--- src/logic/lpmc_pkg.sv ---
package lpmc_pkg;

   // Core timer control/status field positions.
   localparam int CT_OVF_BIT = 7;
   localparam int CT_PER_BIT = 6;
   localparam int CT_OVFE_BIT = 5;
   localparam int CT_PERE_BIT = 4;
   localparam logic [7:0] CT_RESET_VAL = 8'h03;
   localparam logic [7:0] CT_SLEEP_CLR_MASK = 8'hF0;

   // Port widths and reset values.
   localparam int FIRST_PORT_W = 8;
   localparam int SECOND_PORT_W = 8;
   localparam int SHARED_PORT_W = 6;
   localparam logic [7:0] DIR_RESET_VAL = 8'h00;
   localparam logic [5:0] SHARED_RESET_VAL = 6'h00;
   localparam logic [7:0] PRESCALE_RESET_VAL = 8'h00;

   // Oscillator restart delay after a deep-sleep wake-up.
   localparam int CLK_PERIOD_NS = 50;
   localparam int OSC_STAB_NS = 200000;
   localparam int OSC_STAB_CYCLES = (OSC_STAB_NS + CLK_PERIOD_NS - 1)
      / CLK_PERIOD_NS;

   typedef enum logic [3:0] {
      LPMC_RUN = 4'h1,
      LPMC_LIGHT = 4'h2,
      LPMC_DEEP = 4'h4,
      LPMC_STAB = 4'h8
   } lpmc_state_t;

   // Wake sources, all active high.
   typedef struct packed {
      logic ext_irq;
      logic core_timer_irq;
      logic prog_timer_irq;
      logic serial_irq;
   } lpmc_wake_t;

   // Register writes from the CPU core.
   typedef struct packed {
      logic ct_we;
      logic [7:0] ct_wdata;
      logic dir_a_we;
      logic dir_b_we;
      logic conn_we;
      logic sel_we;
      logic pull_we;
      logic [7:0] wdata;
   } lpmc_wr_t;

   typedef struct packed {
      logic [7:0] dir_a;
      logic [7:0] dir_b;
      logic [5:0] conn;
      logic [5:0] sel;
      logic [5:0] pull_off;
   } lpmc_port_t;

endpackage

--- src/logic/lpmc_stab_timer.sv ---
`timescale 1ns/10ps
`default_nettype none

// Counts the oscillator stabilization delay after a restart.
module lpmc_stab_timer #(
   parameter int CYCLES = lpmc_pkg::OSC_STAB_CYCLES
) (
   input wire logic clk_sys, // System clock.
   input wire logic srst, // Synchronous reset, active high.
   input wire logic ce, // Clock enable.
   input wire logic start, // Starts a new delay.
   output logic done // One-cycle pulse at the end of the delay.
);

   typedef struct packed {
      logic [$clog2(CYCLES+1)-1:0] cnt;
      logic busy;
      logic done;
   } lpmc_stab_st_t;

   lpmc_stab_st_t st_reg;
   lpmc_stab_st_t st_next;

   // The counter runs only while busy so a finished delay costs nothing.
   always_comb begin
      st_next = st_reg;
      st_next.done = 1'b0;
      if (start) begin
         st_next.busy = 1'b1;
         st_next.cnt = '0;
      end else if (st_reg.busy) begin
         if (st_reg.cnt == ($clog2(CYCLES+1))'(CYCLES - 1)) begin
            st_next.busy = 1'b0;
            st_next.done = 1'b1;
         end else begin
            st_next.cnt = st_reg.cnt + 1'b1;
         end
      end
   end

   // State register.
   always_ff @(posedge clk_sys) begin
      if (srst) begin
         st_reg <= '0;
      end else if (ce) begin
         st_reg <= st_next;
      end
   end

   assign done = st_reg.done;

endmodule // lpmc_stab_timer

`default_nettype wire

--- src/logic/lpmc_ctrl.sv ---
//Function
//- Deep-sleep instruction stops oscillator, halting core timer and watchdog.
//- Entering deep sleep clears timer flags and both timer interrupt enables.
//- Entering deep sleep resets the core timer prescaler to zero.
//- Entering deep sleep clears the CPU interrupt mask bit.
//- Deep sleep keeps all other registers, timer bits and port states.
//- Only an external interrupt or reset ends deep sleep.
//- With deep sleep disabled by option, the instruction acts as no-operation.
//- Light sleep halts the CPU; timers and serial unit keep running.
//- Enabled core timer, 16-bit timer or serial interrupt ends light sleep.
//- Entering light sleep clears mask bit and keeps everything else.
//- Enabled core timer interrupt may wake light sleep periodically.
//- Reset makes all sixteen pins of the first two ports inputs.
//- Reset clears shared-port registers except data: inputs with pull-ups.
//- A set function-connect bit routes its pin to the alternate function.
//- Core timer register layout and reset value of binary 0000 0011.
`timescale 1ns/10ps
`default_nettype none

module lpmc_ctrl #(
   parameter int STAB_CYCLES = lpmc_pkg::OSC_STAB_CYCLES
) (
   input wire logic clk_sys, // System bus clock.
   input wire logic srst, // Synchronous reset, active high.
   input wire logic ce, // Clock enable; low freezes all state.
   input wire logic deep_sleep_exec, // Deep-sleep instruction pulse.
   input wire logic light_sleep_exec, // Light-sleep instruction pulse.
   input wire logic deep_sleep_disable, // Factory option: deep sleep is a no-op.
   input wire logic set_irq_mask, // CPU sets its interrupt mask bit.
   input wire logic clr_irq_mask, // CPU clears its interrupt mask bit.
   input wire logic ext_irq_pin, // External interrupt request pin.
   input wire logic prog_timer_irq, // 16-bit timer interrupt request.
   input wire logic serial_irq, // Two-wire serial interrupt request.
   input wire logic ct_tick, // Core timer prescaler increment.
   input wire logic ct_overflow, // Core timer overflow event.
   input wire logic ct_periodic, // Periodic interrupt event.
   input wire lpmc_pkg::lpmc_wr_t wr, // Register writes from the core.
   output logic [7:0] core_timer_ctrl_status, // Core timer control/status.
   output logic [7:0] ct_prescale, // Core timer prescaler value.
   output logic irq_mask, // CPU interrupt mask bit.
   output logic osc_run, // Oscillator enable.
   output logic cpu_run, // CPU clock enable.
   output logic periph_run, // Timers and serial unit clock enable.
   output logic wake_vector, // Pulse: resume and take the interrupt.
   output lpmc_pkg::lpmc_port_t port_cfg, // Port direction and function setup.
   output logic [5:0] shared_port_function_connect, // Alternate routing.
   output logic [5:0] shared_port_function_select // Alternate selection.
);

   typedef struct packed {
      lpmc_pkg::lpmc_state_t state;
      logic [7:0] ct;
      logic [7:0] pre;
      logic mask;
      logic osc;
      logic cpu;
      logic periph;
      logic wake;
      logic stab_start;
      logic ext_s1;
      logic ext_s2;
      lpmc_pkg::lpmc_port_t port;
   } lpmc_st_t;

   lpmc_st_t st_reg;
   lpmc_st_t st_next;
   logic stab_done;
   logic light_wake;

   // Oscillator restart delay counter.
   lpmc_stab_timer #(
      .CYCLES(STAB_CYCLES)
   ) u_stab (
      .clk_sys(clk_sys),
      .srst(srst),
      .ce(ce),
      .start(st_reg.stab_start),
      .done(stab_done)
   );

   // A light-sleep wake needs an enabled source; the serial and 16-bit
   // timer requests arrive already gated by their own enables.
   assign light_wake = (st_reg.ct[lpmc_pkg::CT_OVF_BIT] &
                        st_reg.ct[lpmc_pkg::CT_OVFE_BIT]) |
                       (st_reg.ct[lpmc_pkg::CT_PER_BIT] &
                        st_reg.ct[lpmc_pkg::CT_PERE_BIT]) |
                       prog_timer_irq | serial_irq;

   // Next-state logic for the whole block.
   always_comb begin
      st_next = st_reg;
      st_next.wake = 1'b0;
      st_next.stab_start = 1'b0;
      st_next.ext_s1 = ext_irq_pin;
      st_next.ext_s2 = st_reg.ext_s1;

      // Mask bit: the sleep entries below override a CPU set.
      if (clr_irq_mask) begin
         st_next.mask = 1'b0;
      end else if (set_irq_mask) begin
         st_next.mask = 1'b1;
      end

      // Core timer runs only while peripherals are clocked.
      if (st_reg.periph) begin
         if (ct_tick) begin
            st_next.pre = st_reg.pre + 8'h01;
         end
         if (wr.ct_we) begin
            st_next.ct[5:4] = wr.ct_wdata[5:4];
            st_next.ct[1:0] = wr.ct_wdata[1:0];
            // Software clears a flag by writing zero; a new event wins.
            if (!wr.ct_wdata[7]) begin
               st_next.ct[7] = 1'b0;
            end
            if (!wr.ct_wdata[6]) begin
               st_next.ct[6] = 1'b0;
            end
         end
         if (ct_overflow) begin
            st_next.ct[lpmc_pkg::CT_OVF_BIT] = 1'b1;
         end
         if (ct_periodic) begin
            st_next.ct[lpmc_pkg::CT_PER_BIT] = 1'b1;
         end
      end

      // Port configuration writes; only honoured while the CPU runs.
      if (st_reg.cpu) begin
         if (wr.dir_a_we) begin
            st_next.port.dir_a = wr.wdata;
         end
         if (wr.dir_b_we) begin
            st_next.port.dir_b = wr.wdata;
         end
         if (wr.conn_we) begin
            st_next.port.conn = wr.wdata[5:0];
         end
         if (wr.sel_we) begin
            st_next.port.sel = wr.wdata[5:0];
         end
         if (wr.pull_we) begin
            st_next.port.pull_off = wr.wdata[5:0];
         end
      end

      case (st_reg.state)
         lpmc_pkg::LPMC_RUN: begin
            if (deep_sleep_exec && !deep_sleep_disable) begin
               st_next.state = lpmc_pkg::LPMC_DEEP;
               st_next.osc = 1'b0;
               st_next.cpu = 1'b0;
               st_next.periph = 1'b0;
               // Only flags and enables drop; rate bits stay.
               st_next.ct = st_reg.ct & ~lpmc_pkg::CT_SLEEP_CLR_MASK;
               st_next.pre = lpmc_pkg::PRESCALE_RESET_VAL;
               st_next.mask = 1'b0;
            end else if (light_sleep_exec) begin
               st_next.state = lpmc_pkg::LPMC_LIGHT;
               st_next.cpu = 1'b0;
               st_next.mask = 1'b0;
            end
         end
         lpmc_pkg::LPMC_LIGHT: begin
            // External interrupts also end light sleep.
            if (light_wake || st_reg.ext_s2) begin
               st_next.state = lpmc_pkg::LPMC_RUN;
               st_next.cpu = 1'b1;
               st_next.wake = 1'b1;
            end
         end
         lpmc_pkg::LPMC_DEEP: begin
            // Nothing internal runs here, so only the pin can wake.
            if (st_reg.ext_s2) begin
               st_next.state = lpmc_pkg::LPMC_STAB;
               st_next.osc = 1'b1;
               st_next.stab_start = 1'b1;
            end
         end
         lpmc_pkg::LPMC_STAB: begin
            if (stab_done) begin
               st_next.state = lpmc_pkg::LPMC_RUN;
               st_next.cpu = 1'b1;
               st_next.periph = 1'b1;
               st_next.wake = 1'b1;
            end
         end
         default: begin
            st_next.state = lpmc_pkg::LPMC_RUN;
         end
      endcase
   end

   // Reset covers power-on and the retention recovery, which the outside
   // world sequences by holding reset high across the supply dip.
   always_ff @(posedge clk_sys) begin
      if (srst) begin
         st_reg.state <= lpmc_pkg::LPMC_RUN;
         st_reg.ct <= lpmc_pkg::CT_RESET_VAL;
         st_reg.pre <= lpmc_pkg::PRESCALE_RESET_VAL;
         st_reg.mask <= 1'b1;
         st_reg.osc <= 1'b1;
         st_reg.cpu <= 1'b1;
         st_reg.periph <= 1'b1;
         st_reg.wake <= 1'b0;
         st_reg.stab_start <= 1'b0;
         st_reg.ext_s1 <= 1'b0;
         st_reg.ext_s2 <= 1'b0;
         st_reg.port.dir_a <= lpmc_pkg::DIR_RESET_VAL;
         st_reg.port.dir_b <= lpmc_pkg::DIR_RESET_VAL;
         st_reg.port.conn <= lpmc_pkg::SHARED_RESET_VAL;
         st_reg.port.sel <= lpmc_pkg::SHARED_RESET_VAL;
         st_reg.port.pull_off <= lpmc_pkg::SHARED_RESET_VAL;
      end else if (ce) begin
         st_reg <= st_next;
      end
   end

   // Outputs come straight from the state register.
   assign core_timer_ctrl_status = st_reg.ct;
   assign ct_prescale = st_reg.pre;
   assign irq_mask = st_reg.mask;
   assign osc_run = st_reg.osc;
   assign cpu_run = st_reg.cpu;
   assign periph_run = st_reg.periph;
   assign wake_vector = st_reg.wake;
   assign port_cfg = st_reg.port;
   assign shared_port_function_connect = st_reg.port.conn;
   assign shared_port_function_select = st_reg.port.sel;

endmodule // lpmc_ctrl

`default_nettype wire

--- config.mk ---
export PLATFORM = sky130hd
export DESIGN_NAME = lpmc_ctrl
export DESIGN_NICKNAME = d
export VERILOG_FILES = /design/src/logic/lpmc_pkg.sv /design/src/logic/lpmc_stab_timer.sv /design/src/logic/lpmc_ctrl.sv
export SDC_FILE = /design/constraint.sdc
export NUM_CORES = 1
export LEC_CHECK = 0
export BUFFER_PORTS_ARGS = -buffer_cell sky130_fd_sc_hd__buf_2
export CORE_MARGIN = 2
export CORE_UTILIZATION = 50
export DETAILED_ROUTE_END_ITERATION = 16
export MAX_ROUTING_LAYER = met4
export PLACE_DENSITY = 0.77
export SKIP_CTS_REPAIR_TIMING = 1
export SYNTH_ARGS = -nofsm -noshare
export SYNTH_HDL_FRONTEND = slang
export SYNTH_SLANG_ARGS = --single-unit
--- constraint.sdc ---
create_clock -name clk_sys -period 4.4 [get_ports clk_sys]
set_input_delay 0.44 -clock clk_sys [delete_from_list [all_inputs] [get_ports clk_sys]]
set_output_delay 0.44 -clock clk_sys [all_outputs]
set_load 0.01 [all_outputs]
==> out/metrics.cfg <==
[setup_path]
critical_path.max_fanout=9
worst_path_max_delay_cell=sky130_fd_sc_hd__nor4b_1
reg2reg_setup_slack_ps=2130
path_cells=nor4b_1 -> nand3_1 -> nand2_1 -> nor2_1
critical_path.startpoint_type=register
setup.worst_path.end_class=register
r2r.worst_path.cells=4
worst-setup-path-type=register to register
data_required_time_at_the_worst_endpoint_ps=4640
critical-path-top-delay-family=simple AND/OR/NAND/NOR gates
cpPeakStageDelay_ps=930
crit_arrival_ps=2510
cp.buffers_inverters=0
worst_r2r_startpoint=st_reg[58]$_SDFFE_PP1P_
r2r-end=ct_prescale[4]$_SDFFE_PP0P_

[synth]
syn_inst_count=396
ys_top_cells_by_count=sky130_fd_sc_hd__dfxtp_1, sky130_fd_sc_hd__buf_4, sky130_fd_sc_hd__nor2_1, sky130_fd_sc_hd__mux2i_1, sky130_fd_sc_hd__a21oi_1
postSynth.topFlopCell=sky130_fd_sc_hd__dfxtp_1
synth.top_cells.by_area=sky130_fd_sc_hd__dfxtp_1, sky130_fd_sc_hd__buf_4, sky130_fd_sc_hd__mux2i_1, sky130_fd_sc_hd__nor2_1, sky130_fd_sc_hd__a21oi_1
synth.ff_latch_count=74
synth.most_common_cell=sky130_fd_sc_hd__dfxtp_1
synth_edf_count=0
synthAdderAreaFrac_pct=0.702
avgSynthCellArea_um2=9.00
synth-xor-area-share_pct=3.20
synth.yosys.warnings=0
post-synth-top-area-cell=sky130_fd_sc_hd__dfxtp_1
synthSimpleGateAreaFrac_pct=17.7
ys_seq_area_share_pct=41.6
synth_largest_type_area_fraction_pct=41.6
syn_area_um2=3560
synth.mux.area_fraction_pct=11.4
synth_compound_area_share_pct=9.55
asyncSetResetFlopFracSynth_pct=0
post_synth_num_cell_types=46
synth_top_family_by_area=simple AND/OR/NAND/NOR gates

[finish]
largest_register_ff_count=22
layout.cells.non_filler=530
nets=467
antenna-diode-count=0
areaGrowthSynthToFinish_pct=8.60
post_route_cells_drive_above_1_share_pct=28.1

[min_path]
min_path_cells=3
holdCritStartpoint=wr[14]
worstHoldEndpoint=core_timer_ctrl_status[1]$_SDFFE_PP1P_
worstHoldPathType=input pin to register

[sta]
slew-limit-headroom_pct=24.4
hold_viol=0
timing_max_transition_violations_final=0
fin_setup_tns_ps=0
report.final.setup_viol=0
finalClockSkew_ps=12.1
grt_setup_unrepaired=no
tightestPinTransition_ps=1120
min_period_over_period_pct=51.7
maxClockFrequency_mhz=440
period_needed_ps=2270

[job]
number_of_max_cap_violations=0

[routing]
drt_drc_violations_left=0
wire_per_inst_um=14.0
antenna_violating_nets_post_route=0
drt_iter0_drc=123
dr_total_vias=2805
postRouteWirelength_mm=7.40
drt_first_pass_iters=4
avgViaCountPerCell=5.29

[cts]
cts_root_buf=sky130_fd_sc_hd__clkbuf_8
htree_levels=3
numCtsBuffers=9
clock-sinks=74
clkSlewWorstSetupHoldPaths_ps=80
clk-insertion-delay-late_ps=350
maximum_count_of_clock_buffers_along_a_single_path=2
tritoncts_clock_tree=built

[grt]
global_route.usage.total_pct=19.7
antenna_violations_before_repair=0
via_count_of_the_first_global_routing_pass=2534
grt_start_max_net_pins=56
globalRouteOverflowTotal=0
grt_pass1_wl_mm=11.6

[placed_design]
numPortBuffers=98
numPlacedInstances=514
gp_congestion=0.855
dp_hpwl_mm=5.27

[floorplanning]
initial_utilization_pct=52.2
io_pins=103
die_h_um=88.4
floorplan.rows=30
design.core.area_um2=6830
dieArea_um2=7820
chipWidth_um=88.4

[power]
peak_vdd_ir_mv=0.212
static-leakage-power_nw=1.86
pwr_cell_area_nw_per_um2=387

[status]
status=finished clean

[layer usage]
metal | share of wire, % | vias up | GRT usage, %
met3 | 5.6 | 9 | 3.64
met5 | 0 | - | -
met2 | 49 | 88 | 31.9
met1 | 44 | 1340 | 23.7
met4 | 1.0 | 0 | 9.09
li1 | - | 1368 | -
[stage by stage]
step | cell area [µm²] | util, % | setup slack [ps] | total power (W) | hold WS, ps
floorplan | 3570 | - | 2390 | 0.000898 | 443
global placement | 3650 | 53.5 | 2120 | 0.000927 | 449
detailed placement | 3650 | 53.5 | 2120 | 0.000932 | 464
CTS | 3870 | 56.6 | 2170 | 0.00151 | 295
global route | 3870 | 56.6 | 1980 | 0.00156 | 329
finish | 3870 | 56.6 | 2130 | 0.00150 | 299
[cell usage in the layout, fill, tap and decap left out, drive strengths merged, types with 3 or more instances in the layout]
cell,n
inv,8
clkinv,3
xnor2,7
xor2,6
nand4,9
nand3,16
a31oi,3
a31o,3
nor4b,4
dfxtp,74
a21oi,18
clkbuf,10
and3,6
mux2i,39
buf,99
nor2,56
nand2,17
o21ai,8
nor3,8
[area by class of cell]
cell class                 instances  area (µm²)
fill                             639        2960
multi-input combinational        237        1520
sequential                        74        1480
timing repair buffer              99         498
clock buffer                      10         128
tap                               96         120
clock inverter                     6        90.1
inverter                           8        30.0
[report_power, final]
group | internal [W] | total, W | switching (W)
Clock | 0.000321 | 0.000579 | 0.000257
Combinational | 0.0000835 | 0.000192 | 0.000108
Sequential | 0.000700 | 0.000726 | 0.0000264
Total | 0.00110 | 0.00150 | 0.000392
[logic make-up (layout without fill, tap and decap cells)]
logic type / after synthesis / after routing
flip-flops: 74 / 74
AND/OR/NAND/NOR: 129 / 129
multiplexers: 40 / 40
other: 1 / 2
buffers and inverters: 86 / 123
AO/OA/AOI/OAI: 51 / 51
XOR/XNOR: 13 / 13
adder cells (fa/ha/maj): 2 / 2
[worst max path at each step]
| stage | start | endpoint | slack (ps) | depth (start not counted) |
|---|---|---|---|---|
| 3_3_place_gp | srst | u_stab.st_reg[5]$_SDFFE_PP0P_ | 2120 | 6 |
| 2_1_floorplan | st_reg[61]$_SDFFE_PP0P_ | cpu_run$_SDFFE_PP1P_ | 2390 | 5 |
| 3_5_place_dp | ce | st_reg[59]$_SDFFE_PP0P_ | 2120 | 5 |
| 6_report | st_reg[58]$_SDFFE_PP1P_ | ct_prescale[4]$_SDFFE_PP0P_ | 2130 | 4 |
| 5_1_grt | st_reg[58]$_SDFFE_PP1P_ | ct_prescale[4]$_SDFFE_PP0P_ | 1980 | 4 |
| 4_1_cts | st_reg[58]$_SDFFE_PP1P_ | ct_prescale[6]$_SDFFE_PP0P_ | 2170 | 4 |
[worst min-delay path: cells and delay by family]
kind,cells,cell delay (ps)
buf+inv,1,70
mux,1,60
simple gates,1,60
No activity file was read; power rests on OpenSTA's default activity.
